$ cat config.mk
export PLATFORM = sky130hd
export DESIGN_NAME = pgu_global_ctrl
export DESIGN_NICKNAME = d
export VERILOG_FILES = /design/src/hdl/pgu_pkg.sv /design/src/hdl/pgu_global_ctrl.sv /design/src/hdl/pgu_out_gate.sv
export SDC_FILE = /design/constraint.sdc
export NUM_CORES = 1
export LEC_CHECK = 0
export ABC_AREA = 1
export BUFFER_PORTS_ARGS = -buffer_cell sky130_fd_sc_hd__buf_4
export CAP_MARGIN = 20
export CORE_MARGIN = 10
export CORE_UTILIZATION = 35
export DETAILED_ROUTE_END_ITERATION = 16
export HOLD_SLACK_MARGIN = 0.03
export PLACE_DENSITY = 0.66
export SYNTH_ARGS = -nofsm -noshare
export SYNTH_HDL_FRONTEND = slang
export SYNTH_SLANG_ARGS = --single-unit
$ cat constraint.sdc
create_clock -name clk_sys -period 1.1 [get_ports clk_sys]
set_input_delay 0.165 -clock clk_sys [delete_from_list [all_inputs] [get_ports clk_sys]]
set_output_delay 0.165 -clock clk_sys [all_outputs]
set_load 0.01 [all_outputs]
$ cat src/hdl/pgu_pkg.sv
// constants, register map and field layout of the global update, sync and output gate stage
//
// Overview of operation
// - Setting update bit n makes generator n apply its queued load and compare values at its next counter zero.
// - An update bit clears itself once that generator has applied its queued values, and writing zero to it does nothing.
// - Writing one to counter-reset bit n forces counter n back to zero, and writing zero leaves it alone.
// - Counter-reset bits set by one write reset all their counters in the same clock cycle.
// - Hardware clears each counter-reset bit after the reset, so software reads zero as the sign that it is done.
// - Output enable bits 0 to 5 belong to generator 0 A, 0 B, 1 A, 1 B, 2 A, 2 B, and a set bit passes that signal on.
// - A clear output enable bit replaces its signal with zero before the polarity stage.
// - Disabling an output leaves its generator's counter, comparators and waveform running untouched.
// - With the change-at-zero bit 6 set, new enable values take effect only when the owning counter reaches zero.
// - All update, counter-reset and enable bits reset to zero, and reserved upper bits read only.
// - Gated signals are active high and go on to a per-output polarity stage ahead of the pins.
package pgu_pkg;

  // bus geometry
  localparam int ADDR_W  = 12;
  localparam int DATA_W  = 32;
  localparam int NUM_GEN = 3;
  localparam int NUM_OUT = 2 * NUM_GEN;

  // register byte offsets
  localparam logic [ADDR_W-1:0] OFF_UPDATE_CTRL = 12'h000;
  localparam logic [ADDR_W-1:0] OFF_SYNC_RESET  = 12'h004;
  localparam logic [ADDR_W-1:0] OFF_OUT_ENABLE  = 12'h008;

  // field positions
  localparam int UPD_LSB      = 0;
  localparam int SYNC_LSB     = 0;
  localparam int EN_LSB       = 0;
  localparam int EN_ZERO_BIT  = 6;

  // values after reset
  localparam logic [NUM_GEN-1:0] RST_UPDATE = 3'h0;
  localparam logic [NUM_GEN-1:0] RST_SYNC   = 3'h0;
  localparam logic [NUM_OUT-1:0] RST_ENABLE = 6'h00;
  localparam logic               RST_ZERO   = 1'b0;
  localparam logic [DATA_W-1:0]  RST_RDATA  = 32'h0000_0000;

  // cycles from an enable write to the gated output with change-at-zero clear
  localparam int EN_LATENCY_CYC = 2;

endpackage

$ cat src/hdl/pgu_global_ctrl.sv
// global update, counter sync and output enable stage for three generators
//
// Design decision made here: the strobed register port.
`timescale 1ns/1ps
module pgu_global_ctrl (
  input  wire logic                         clk_sys,     // system clock, 250 MHz
  input  wire logic                         rst,         // async reset, active high
  input  wire logic [pgu_pkg::ADDR_W-1:0]   regAddr,     // register byte address
  input  wire logic [pgu_pkg::DATA_W-1:0]   regWrData,   // register write data
  input  wire logic                         regWrEn,     // write strobe
  input  wire logic                         regRdEn,     // read strobe
  output logic      [pgu_pkg::DATA_W-1:0]   regRdData,   // read data, cycle after strobe
  input  wire logic [pgu_pkg::NUM_GEN-1:0]  cntZero,     // counter n at zero this cycle
  output logic      [pgu_pkg::NUM_GEN-1:0]  applyUpdate, // commit queued values, pulse
  output logic      [pgu_pkg::NUM_GEN-1:0]  cntReset,    // force counter n to zero, pulse
  output logic      [pgu_pkg::NUM_GEN-1:0]  updPending,  // update bits as stored
  input  wire logic [pgu_pkg::NUM_OUT-1:0]  genPwm,      // raw signals 0a,0b,1a,1b,2a,2b
  output logic      [pgu_pkg::NUM_OUT-1:0]  gatedPwm     // gated signals to polarity stage
);
  import pgu_pkg::*;

  // register match, shared by write and read decode
  function automatic logic isReg(input logic [ADDR_W-1:0] a, input logic [ADDR_W-1:0] off);
    isReg = (a == off);
  endfunction

  logic [NUM_GEN-1:0] update_q;
  logic [NUM_GEN-1:0] update_d;
  logic [NUM_GEN-1:0] sync_q;
  logic [NUM_GEN-1:0] sync_d;
  logic [NUM_OUT-1:0] enReq_q;
  logic [NUM_OUT-1:0] enReq_d;
  logic               zeroMode_q;
  logic               zeroMode_d;
  logic [DATA_W-1:0]  rdData_q;
  logic [DATA_W-1:0]  rdData_d;
  logic               wrUpdate;
  logic               wrSync;
  logic               wrEnable;
  logic               chgAtZero;

  // write decode
  always_comb begin
    wrUpdate = 1'b0;
    wrSync   = 1'b0;
    wrEnable = 1'b0;
    if (regWrEn && isReg(regAddr, OFF_UPDATE_CTRL)) begin
      wrUpdate = 1'b1;
    end else if (regWrEn && isReg(regAddr, OFF_SYNC_RESET)) begin
      wrSync = 1'b1;
    end else if (regWrEn && isReg(regAddr, OFF_OUT_ENABLE)) begin
      wrEnable = 1'b1;
    end
  end

  // update bits: held until zero, a fresh write of one wins over the clear
  always_comb begin
    update_d = update_q & ~cntZero;
    if (wrUpdate) begin
      // ones set, zeros ignored
      update_d = update_d | regWrData[UPD_LSB +: NUM_GEN];
    end
  end

  // commit strobe in the very cycle the counter sits at zero
  assign applyUpdate = update_q & cntZero;
  assign updPending  = update_q;

  // counter reset bits: one cycle of reset, then self clear
  always_comb begin
    sync_d = '0;
    if (wrSync) begin
      // all bits of one write leave together
      sync_d = regWrData[SYNC_LSB +: NUM_GEN];
    end
  end

  // every selected counter sees the same pulse cycle
  assign cntReset = sync_q;

  // enable request and change-at-zero mode
  always_comb begin
    enReq_d    = enReq_q;
    zeroMode_d = zeroMode_q;
    if (wrEnable) begin
      enReq_d    = regWrData[EN_LSB +: NUM_OUT];
      zeroMode_d = regWrData[EN_ZERO_BIT];
    end
  end

  // the mode carried by a write governs that same write
  assign chgAtZero = wrEnable ? regWrData[EN_ZERO_BIT] : zeroMode_q;

  // read mux, registered so data stand the cycle after the strobe
  always_comb begin
    rdData_d = RST_RDATA;
    if (regRdEn && isReg(regAddr, OFF_UPDATE_CTRL)) begin
      rdData_d[UPD_LSB +: NUM_GEN] = update_q;
    end else if (regRdEn && isReg(regAddr, OFF_SYNC_RESET)) begin
      // zero read back means sync done
      rdData_d[SYNC_LSB +: NUM_GEN] = sync_q;
    end else if (regRdEn && isReg(regAddr, OFF_OUT_ENABLE)) begin
      rdData_d[EN_LSB +: NUM_OUT] = enReq_q;
      rdData_d[EN_ZERO_BIT]       = zeroMode_q;
    end
    // upper bits stay zero whatever is written
  end

  // register state
  always_ff @(posedge clk_sys or posedge rst) begin
    if (rst) begin
      update_q   <= RST_UPDATE;
      sync_q     <= RST_SYNC;
      enReq_q    <= RST_ENABLE;
      zeroMode_q <= RST_ZERO;
      rdData_q   <= RST_RDATA;
    end else begin
      update_q   <= update_d;
      sync_q     <= sync_d;
      enReq_q    <= enReq_d;
      zeroMode_q <= zeroMode_d;
      rdData_q   <= rdData_d;
    end
  end

  assign regRdData = rdData_q;

  // one gate per generator, A in the even bit and B in the odd bit
  generate
    for (genvar g = 0; g < NUM_GEN; g++) begin : gGate
      pgu_out_gate uGate (
        .clk_sys   (clk_sys),
        .rst       (rst),
        .zeroHit   (cntZero[g]),
        .chgAtZero (chgAtZero),
        .wrEn      (wrEnable),
        .wrBits    (regWrData[EN_LSB + 2*g +: 2]),
        .reqBits   (enReq_q[2*g +: 2]),
        .genPwm    (genPwm[2*g +: 2]),
        .gatedPwm  (gatedPwm[2*g +: 2])
      );
    end
  endgenerate

endmodule

$ cat src/hdl/pgu_out_gate.sv
// output enable gate for one generator's A and B signals
`timescale 1ns/1ps
module pgu_out_gate (
  input  wire logic       clk_sys,   // system clock
  input  wire logic       rst,       // async reset, active high
  input  wire logic       zeroHit,   // owning counter at zero
  input  wire logic       chgAtZero, // enable change waits for zero
  input  wire logic       wrEn,      // enable register written now
  input  wire logic [1:0] wrBits,    // written enable bits, b:a
  input  wire logic [1:0] reqBits,   // stored requested enables
  input  wire logic [1:0] genPwm,    // raw generator signals, b:a
  output logic      [1:0] gatedPwm   // gated signals to polarity
);
  import pgu_pkg::*;

  logic [1:0] actEn_q;
  logic [1:0] actEn_d;
  logic [1:0] gated_q;
  logic [1:0] gated_d;
  logic [1:0] pending;

  // choose when the requested enables become the active ones
  always_comb begin
    pending = wrEn ? wrBits : reqBits;
    actEn_d = actEn_q;
    if (chgAtZero) begin
      if (zeroHit) begin
        actEn_d = pending;
      end
    end else if (wrEn) begin
      actEn_d = wrBits;
    end
    // only masks, the generator is never told
    gated_d = genPwm & actEn_q;
  end

  // active enables and gated outputs
  always_ff @(posedge clk_sys or posedge rst) begin
    if (rst) begin
      actEn_q <= RST_ENABLE[1:0];
      gated_q <= 2'h0;
    end else begin
      actEn_q <= actEn_d;
      gated_q <= gated_d;
    end
  end

  assign gatedPwm = gated_q;

endmodule

==> metrics, run 1 <==
status completed; crit end category flip-flop; min-delay src genPwm[3]; Iteration-0 DRC Markers 52; max cap viols 0; PortBufs 53; top cell type by total area after synthesis dfrtp_1; die width roughly 90 um; syn avg cell area around 8.1 sq um; met2 Usage GRT 0.162; VDD IR max 0.387 mV; # diodes 0; Routed WL 4.41 mm; Synth Flop Type dfrtp_1; cts bufs inserted 5; Worst-Skew Late Latency 0.28 ns; Final Skew 0.00887 ns; largest net degree at the start of global routing 33; Final Util 0.521; most frequent cells in the layout 64 x buf_4, 52 x nand2_1, 40 x inv_1; CTS tree done; Unique masters post-synth 27; Finish-stage setup viols 0; synthesis-to-finish area growth 41.3%; layout cells sized above 1 0.348; routed len/inst 12.1 um; dpl hpwl 3.47 mm; detailed-route DRC error count 0; Vias 1536; Die ar. between 0.008 and 0.009 sq mm; GR Util met3 0.0337; antenna violations before repair 0; core box area 0.00482 sq mm; Tcrit/Tclk final 0.963; Reg2Reg Launch Point zeroMode_q; commonest non-fill, non-tap cell in the layout buf_4; Global Route Usage Sum 0.0991; power density over the cells 1040 mW/mm^2; FF+latch count, synth 32; nets 355; remaining global-route overflow 0; unrepaired setup endpoints after global routing true; clock root buffer master clkbuf_8; CTS max path bufs 2; number of global-route vias before repair 1588; CP max FO 8; number of synthesized flops with an enable pin 0; non-filler cells, final approximately 370; Data required, critical path 1.32 ns; sequential area share after synthesis 0.451; dpl cells 349; Tmin final 1.06 ns; initial core utilization 0.369; Hold Crit Class input port to flip-flop; Reg clk slew, reported paths about 0.07 ns; worst endpoint data arrival time between 1 and 1.5 ns; Crit Path Class input port to flip-flop; Synth Instances 220; final-report hold violation count 0; H-Tree Level Count 2; Pwr Total 2.62 mW; met1 Usage GRT 0.118; top achievable clock speed 944 MHz; Startpoint Class input port; Synth area leaders dfrtp_1 45%, nand2_1 11%, buf_4 11%; Post-Synthesis Cell Area 0.00178 sq mm; GRT Max-Usage Layer met2; vias per cell about 4.2; gpl congestion 0.845; Place WS -0.299 ns; hold slack 0.0714 ns; yosys synthesis warning count 0; Slew Limit Fails 0; fin worst setup slack between 0.04 and 0.05 ns; Synth top area share 0.451; first-pass GRT wire length about 7 mm; total iterations of the first detailed-routing run 4; Static Leak about 1.4 nW; start point of the critical path regAddr[11]; row count 25; Antenna Violating Nets Remaining 0; clock sink count 32; Post-synth ARST share 1.00; # IOs 104; Die Y 91.3 um
[flip-flops by register name, summed over array words and instances, names as in the netlist]
| name | flops |
|---|---|
| cntReset | 3 |
| enReq_q | 6 |
| gGate.uGate.actEn_q | 6 |
| gGate.uGate.gatedPwm | 6 |
| regRdData | 7 |
| updPending | 3 |
| zeroMode_q | 1 |
[synthesized netlist by cell type (3+ instances only)]
| cell | number |
|---|---|
| dfrtp_1 | 32 |
| nand4_1 | 9 |
| nor2_1 | 16 |
| nor2_2 | 3 |
| nand3_1 | 11 |
| inv_1 | 42 |
| buf_4 | 26 |
| nand2_2 | 4 |
| nand2_1 | 53 |
[critical path: stages]
cell	delay (ns)
buf_4	0.11
nor2_2	0.11
nand2_2	0.10
nor2_4	0.13
buf_12	0.12
nand3_4	0.11
nand2_2	0.11
nand2_2	0.09
nor2_1	0.11
nand2_1	0.06
nand2_1	0.06
[routing by layer]
layer / up-vias / wire length (um)
met1: 693 / 1890
met2: 62 / 2150
met3: 2 / 327
li1: 779 / -
met5: - / 0
met4: 0 / 40
[metrics by stage]
| stage | setup TNS (ns) | cell area [sq um] |
|---|---|---|
| 2_1_floorplan | 0 | 1880 |
| 3_3_place_gp | -4.48 | 2260 |
| 3_5_place_dp | -4.93 | 2260 |
| 4_1_cts | -0.00332 | 2400 |
| 5_1_grt | -0.0868 | 2510 |
| 6_report | 0 | 2510 |
[logic make-up (layout without fill, tap and decap cells)]
family                 after synthesis  after routing  synth area share
AO/OA/AOI/OAI                       10             10            0.0394
other                                1             25           0.00211
AND/OR/NAND/NOR                    105            106             0.300
flip-flops                          32             32             0.451
buffers and inverters               72            126             0.208
[power breakdown]
part,switching (mW),internal (mW)
clock,0.422,0.669
sequential,0.00859,1.20
combinational,0.180,0.142
total,0.611,2.01
[final cells by class]
cell class	count	area, sq um
Tap cell	67	83.8
Sequential cell	32	801
Timing Repair Buffer	73	607
Clock inverter	3	42.5
Multi-Input combinational cell	141	736
Clock buffer	5	68.8
Inverter	45	171
Fill cell	477	2310
[final timing paths]
check	slack [ns]	depth (start not counted)	to
setup / recovery	0.04	11	gGate[1].uGate.actEn_q[0]
min in group asynchronous	0.48	4	gGate[2].uGate.actEn_q[0]
max in group asynchronous	0.43	4	gGate[0].uGate.gatedPwm[0]
hold / removal	0.07	3	gGate[1].uGate.gatedPwm[1]
setup reg to reg	0.11	6	gGate[2].uGate.actEn_q[1]
hold reg to reg	0.46	2	gGate[0].uGate.gatedPwm[0]
[repair_timing]
action | 4_1_cts | 5_1_grt
buffers inserted | 1 | 6
resized for setup | 0 | 14
setup endpoints to repair | 2 | 19
hold buffers | 1 | 0
endpoints found under the hold margin | 32 | 0
gates cloned | 1 | 0
pin swaps | 1 | 17
Power figures use the tool's default switching activity.
==> run 2, diff against run 1 <==
--- a/config.mk
+++ b/config.mk
@@ -5,14 +5,14 @@
 export SDC_FILE = /design/constraint.sdc
 export NUM_CORES = 1
 export LEC_CHECK = 0
-export ABC_AREA = 1
+export ABC_AREA = 0
 export BUFFER_PORTS_ARGS = -buffer_cell sky130_fd_sc_hd__buf_4
 export CAP_MARGIN = 20
 export CORE_MARGIN = 10
 export CORE_UTILIZATION = 35
 export DETAILED_ROUTE_END_ITERATION = 16
 export HOLD_SLACK_MARGIN = 0.03
-export PLACE_DENSITY = 0.66
+export PLACE_DENSITY = 0.71
 export SYNTH_ARGS = -nofsm -noshare
 export SYNTH_HDL_FRONTEND = slang
 export SYNTH_SLANG_ARGS = --single-unit
==> constraint.sdc (replaced) <==
create_clock -name clk_sys -period 0.95 [get_ports clk_sys]
set_input_delay 0.1425 -clock clk_sys [delete_from_list [all_inputs] [get_ports clk_sys]]
set_output_delay 0.1425 -clock clk_sys [all_outputs]
set_load 0.01 [all_outputs]
==> metrics, run 2 <==
status finished, violations left; violated checks setup timing; first-pass GRT wire length 7.27 mm; Final Util 0.584; Reg clk slew, reported paths 0.06 ns; met2 Usage GRT 0.202; vias per cell 4.76; Vias 1329; number of synthesized flops with an enable pin 0; total iterations of the first detailed-routing run 4; Hold Crit Class input port to flip-flop; FF+latch count, synth 32; met1 Usage GRT 0.134; PortBufs 53; Startpoint Class input port; H-Tree Level Count 2; commonest non-fill, non-tap cell in the layout buf_4; Tcrit/Tclk final 1.33; Die ar. roughly 0.0076 sq mm; sequential area share after synthesis 0.505; top achievable clock speed 793 MHz; clock root buffer master clkbuf_8; Post-Synthesis Cell Area 0.00159 sq mm; Finish-stage setup viols 34; Final Skew 0.00147 ns; # IOs 104; non-filler cells, final 279; # diodes 0; Static Leak approximately 1.3 nW; CTS max path bufs 2; VDD IR max roughly 0.53 mV; power density over the cells about 1100 mW/mm^2; Largest register FFs 7; final-report hold violation count 0; number of fill cells approximately 390; fin worst setup slack -0.311 ns; Tmin final 1.26 ns; Crit Path Class input port to flip-flop; layout cells sized above 1 0.573; Worst-Skew Late Latency 0.27 ns; top cell type by total area after synthesis dfrtp_1; top cells by count, synth 32 x dfrtp_1, 25 x buf_4, 18 x and2_1; Synth Instances 140; Iteration-0 DRC Markers 33; Die Y 87.3 um; synthesis-to-finish area growth 61.5%; dpl hpwl 3.30 mm; Antenna Violating Nets Remaining 0; Slew Limit Fails 0; routed len/inst 16.5 um; Synth Flop Type dfrtp_1; Synth area leaders dfrtp_1 50%, buf_4 12%, and2_1 7.1%; GR Util met3 0.0431; cts bufs inserted 5; largest net degree at the start of global routing 33; syn avg cell area ~11 sq um; Global Route Usage Sum 0.120; Unique masters post-synth 32; Data required, critical path around 1.1 ns; CP top delay family simple AND/OR/NAND/NOR gates; remaining global-route overflow 0; antenna violations before repair 0; clock sink count 32; worst endpoint data arrival time 1.41 ns; detailed-route DRC error count 0; slowest stage delay, CP 0.37 ns; slowest CP cell or3_4; dpl cells between 200 and 300; Synth top area share 0.505; yosys synthesis warning count 0; CTS tree done; GRT Max-Usage Layer met2; most numerous cell in the Yosys netlist dfrtp_1; number of global-route vias before repair 1487; nets 284; core box area 0.00438 sq mm; Routed WL 4.60 mm; initial core utilization 0.362; CP max FO 4; critical path cell sequence buf_6, nor4_4, nand2_2, or3_4, o32a_1; gpl congestion around 0.84; die width 87.3 um; Post-synth ARST share 1.00; max cap viols 0; most frequent cells in the layout 57 x buf_4, 31 x dfrtp_1, 25 x conb_1; CP bufs+invs 1; hold slack 0.0771 ns; unrepaired setup endpoints after global routing true; crit end category flip-flop; row count 24
==> run 2: final timing paths <==
kind | from | end | slack, ns | depth (start not counted)
worst max-delay path | regAddr[10] | regRdData[1] | -0.31 | 5
worst max register to register | cntReset[1] | regRdData[1] | -0.24 | 3
max in group asynchronous | rst | zeroMode_q | 0.30 | 4
min in group asynchronous | rst | gGate[0].uGate.gatedPwm[1] | 0.47 | 4
worst min-delay path | genPwm[0] | gGate[0].uGate.gatedPwm[0] | 0.08 | 2
worst min register to register | gGate[1].uGate.actEn_q[0] | gGate[1].uGate.gatedPwm[0] | 0.48 | 1
==> run 2: worst reg2reg max path, cell delays in order, from the launching register on <==
cell	delay (ns)
dfrtp_1	0.36
inv_1	0.05
a2111oi_0	0.45
o32a_1	0.26
==> run 2: cell type report <==
| class | count | area, sq um | area share |
|---|---|---|---|
| Tap cell | 52 | 65.1 | 0.0254 |
| Inverter | 9 | 33.8 | 0.0132 |
| Multi-Input combinational cell | 96 | 862 | 0.336 |
| Timing Repair Buffer | 83 | 722 | 0.282 |
| Clock inverter | 1 | 5.00 | 0.00195 |
| Sequential cell | 32 | 802 | 0.313 |
| Clock buffer | 6 | 72.6 | 0.0283 |
==> run 2: cells by family (layout without fill, tap and decap cells) <==
| group | Yosys count | count (layout) | synth area share |
|---|---|---|---|
| DFF | 32 | 32 | 0.505 |
| buffers and inverters | 36 | 99 | 0.146 |
| and+or+nand+nor | 38 | 38 | 0.173 |
| other | 1 | 25 | 0.00236 |
| AOI/OAI and AO/OA | 26 | 26 | 0.125 |
| muxes | 7 | 7 | 0.0489 |
==> run 2: report_power, final <==
group / switching (mW) / internal [mW] / total (mW)
sequential: 0.0147 / 1.39 / 1.40
clock: 0.463 / 0.497 / 0.960
combinational: 0.213 / 0.195 / 0.408
==> run 2: timing repair <==
action | in CTS | in global routing
endpoints found under the setup margin | 34 | 36
hold buffers | 1 | 0
gates resized for setup | 54 | 12
cloned | 1 | 0
pin swaps | 20 | 5
setup buffers | 10 | 2
endpoints found under the hold margin | 32 | 0
==> run 2: per-layer routing <==
metal / routed length, um / vias to the layer above / share of wire
li1: - / 613 / -
met1: 1860 / 651 / 0.40
met2: 2310 / 58 / 0.50
met3: 367 / 7 / 0.080
met4: 70 / 0 / 0.015
met5: 0 / - / 0
==> run 2: through the flow <==
step | setup slack, ns | cell area, sq um | TNS, ns | total power, mW
4_1_cts | -0.288 | 2510 | -4.90 | 2.79
2_1_floorplan | -0.470 | 1700 | -6.93 | 1.64
3_5_place_dp | -0.658 | 2090 | -13.17 | 1.76
5_1_grt | -0.387 | 2560 | -7.85 | 2.90
6_report | -0.311 | 2560 | -5.93 | 2.77
3_3_place_gp | -0.638 | 2090 | -13.04 | 1.76
==> run 3, diff against run 2 <==
--- a/config.mk
+++ b/config.mk
@@ -9,10 +9,11 @@
 export BUFFER_PORTS_ARGS = -buffer_cell sky130_fd_sc_hd__buf_4
 export CAP_MARGIN = 20
 export CORE_MARGIN = 10
-export CORE_UTILIZATION = 35
+export CORE_UTILIZATION = 38
 export DETAILED_ROUTE_END_ITERATION = 16
 export HOLD_SLACK_MARGIN = 0.03
-export PLACE_DENSITY = 0.71
+export PLACE_DENSITY = 0.76
+export REMOVE_ABC_BUFFERS = 1
 export SYNTH_ARGS = -nofsm -noshare
 export SYNTH_HDL_FRONTEND = slang
 export SYNTH_SLANG_ARGS = --single-unit
==> metrics, run 3 (synthesis results as in run 2) <==
gpl congestion 0.800; setup total negative slack -6.00 ns; violated checks setup timing; CP max FO 6; synthesis-to-finish area growth 69.8%; PortBufs 53; Final Util 0.669; Data required, critical path 1.17 ns; detailed-route DRC error count 0; max cap viols 0; nets 286; most frequent cells in the layout 49 x buf_4, 31 x dfrtp_1, 31 x buf_6; Antenna Violating Nets Remaining 0; clock root buffer master clkbuf_8; unrepaired setup endpoints after global routing true; core box area 0.00403 sq mm; Worst path most repeated cell buf_4; layout cells sized above 1 0.590; commonest non-fill, non-tap cell in the layout buf_4; Routed WL 5.16 mm; Static Leak about 1.3 nW; vias per cell 4.86; Switching Share 0.241; dpl hpwl 3.23 mm; Vias about 1400; Final Skew roughly 0.0025 ns; final-report hold violation count 0; antenna violations before repair 0; Seq pwr share 0.477; Largest register FFs 7; Reg clk slew, reported paths 0.07 ns; power share of the clock group 0.379; CP top delay family compound AO/OA/AOI/OAI gates; slowest stage delay, CP around 0.32 ns; slowest CP cell a41o_4; routed len/inst roughly 18 um; remaining global-route overflow 0; worst endpoint data arrival time 1.46 ns; CTS max path bufs 2; total iterations of the first detailed-routing run 4; hold slack 0.0728 ns; # IOs 104; critical path cell sequence buf_6, nor4_4, buf_4, buf_4, a41o_4, o22ai_4, o2bb2a_4; Reg2Reg Launch Point zeroMode_q; met1 Usage GRT 0.155; min-delay src genPwm[5]; initial core utilization 0.394; first-pass GRT wire length 8.16 mm; Hold EP gGate[2].uGate.gatedPwm[1]; met2 Usage GRT 0.253; number of fill cells between 300 and 400; Slew Limit Fails 0; hold-critical path depth 2; GRT Max-Usage Layer met2; H-Tree Level Count 2; Startpoint Class input port; fin worst setup slack -0.287 ns; RR Endpoint gGate[2].uGate.actEn_q[0]; Finish-stage setup viols 34; Crit Path Class input port to flip-flop; cts bufs inserted 5; CTS tree done; P_sw between 700 and 800 uW; Tcrit/Tclk final 1.30; power density over the cells 1100 mW/mm^2; clock sink count 32; Die Y 84.6 um; row count 23; Tmin final 1.24 ns; status finished, violations left; VDD IR max around 0.95 mV; crit end category flip-flop; depth of the most critical reg-to-reg path 4; CP bufs+invs 3; r2r setup slk -0.25 ns; Hold Crit Class input port to flip-flop; Die ar. between 0.007 and 0.008 sq mm; largest net degree at the start of global routing 33; die width 84.6 um; Worst-Skew Late Latency around 0.28 ns; Global Route Usage Sum 0.140; Iteration-0 DRC Markers 66; Comb power frac 0.145; number of global-route vias before repair 1597; Internal 2.24 mW; top achievable clock speed 808 MHz; # diodes 0; GR Util met3 0.0444
[run 3: power groups by stage]
| stage | logic [mW] | clock network, mW | registers, mW |
|---|---|---|---|
| finish | 0.428 | 1.12 | 1.41 |
| global route | 0.462 | 1.20 | 1.41 |
| CTS | 0.386 | 1.13 | 1.41 |
| detailed placement | 0.324 | 0 | 1.43 |
| global placement | 0.321 | 0 | 1.43 |
| floorplan | 0.123 | 0 | 1.43 |
[run 3: routing by layer]
metal,vias to the layer above,wire [um]
met3,12,295
met1,656,1990
met5,-,0
li1,623,-
met2,65,2770
met4,0,99
[run 3: metrics by stage]
| step | cells | total power, mW | instance area (sq um) | setup WS [ns] |
|---|---|---|---|---|
| 6_report | 279 | 2.95 | 2690 | -0.287 |
| 5_1_grt | 279 | 3.07 | 2690 | -0.400 |
| 4_1_cts | 276 | 2.92 | 2560 | -0.275 |
| 3_5_place_dp | 257 | 1.75 | 2090 | -0.749 |
| 3_3_place_gp | 257 | 1.75 | 2090 | -0.603 |
| 2_1_floorplan | 137 | 1.55 | 1480 | -0.498 |
[run 3: area by class of cell]
type / count / area (sq um) / share of cell area
Sequential cell: 32 / 802 / 0.298
Multi-Input combinational cell: 96 / 892 / 0.331
Tap cell: 50 / 62.6 / 0.0232
Timing Repair Buffer: 85 / 807 / 0.300
Inverter: 9 / 33.8 / 0.0125
Clock buffer: 7 / 96.3 / 0.0358
[run 3: worst max-delay path by stage]
stage	start	to	slack (ns)	depth (start not counted)
after global placement	regAddr[9]	regRdData[0]	-0.60	5
after CTS	regAddr[10]	gGate[0].uGate.actEn_q[0]	-0.28	7
after floorplan	regAddr[7]	gGate[0].uGate.actEn_q[0]	-0.50	4
after global routing	regAddr[4]	regRdData[0]	-0.40	6
final	regAddr[9]	gGate[0].uGate.actEn_q[0]	-0.29	7
after detailed placement	regAddr[9]	regRdData[1]	-0.75	6
[run 3: worst register-to-register path, stage by stage, from the launching register on]
cell	delay [ns]
dfrtp_2	0.41
inv_2	0.06
a41o_4	0.30
o22ai_4	0.15
o2bb2a_4	0.18
[run 3: what timing repair did]
| item | CTS | global route |
|---|---|---|
| hold buffers | 1 | 0 |
| gates cloned | 1 | 0 |
| resized for setup | 56 | 30 |
| pin swaps | 22 | 18 |
| setup endpoints to repair | 34 | 42 |
| buffers inserted | 10 | 4 |
| endpoints found under the hold margin | 32 | 0 |
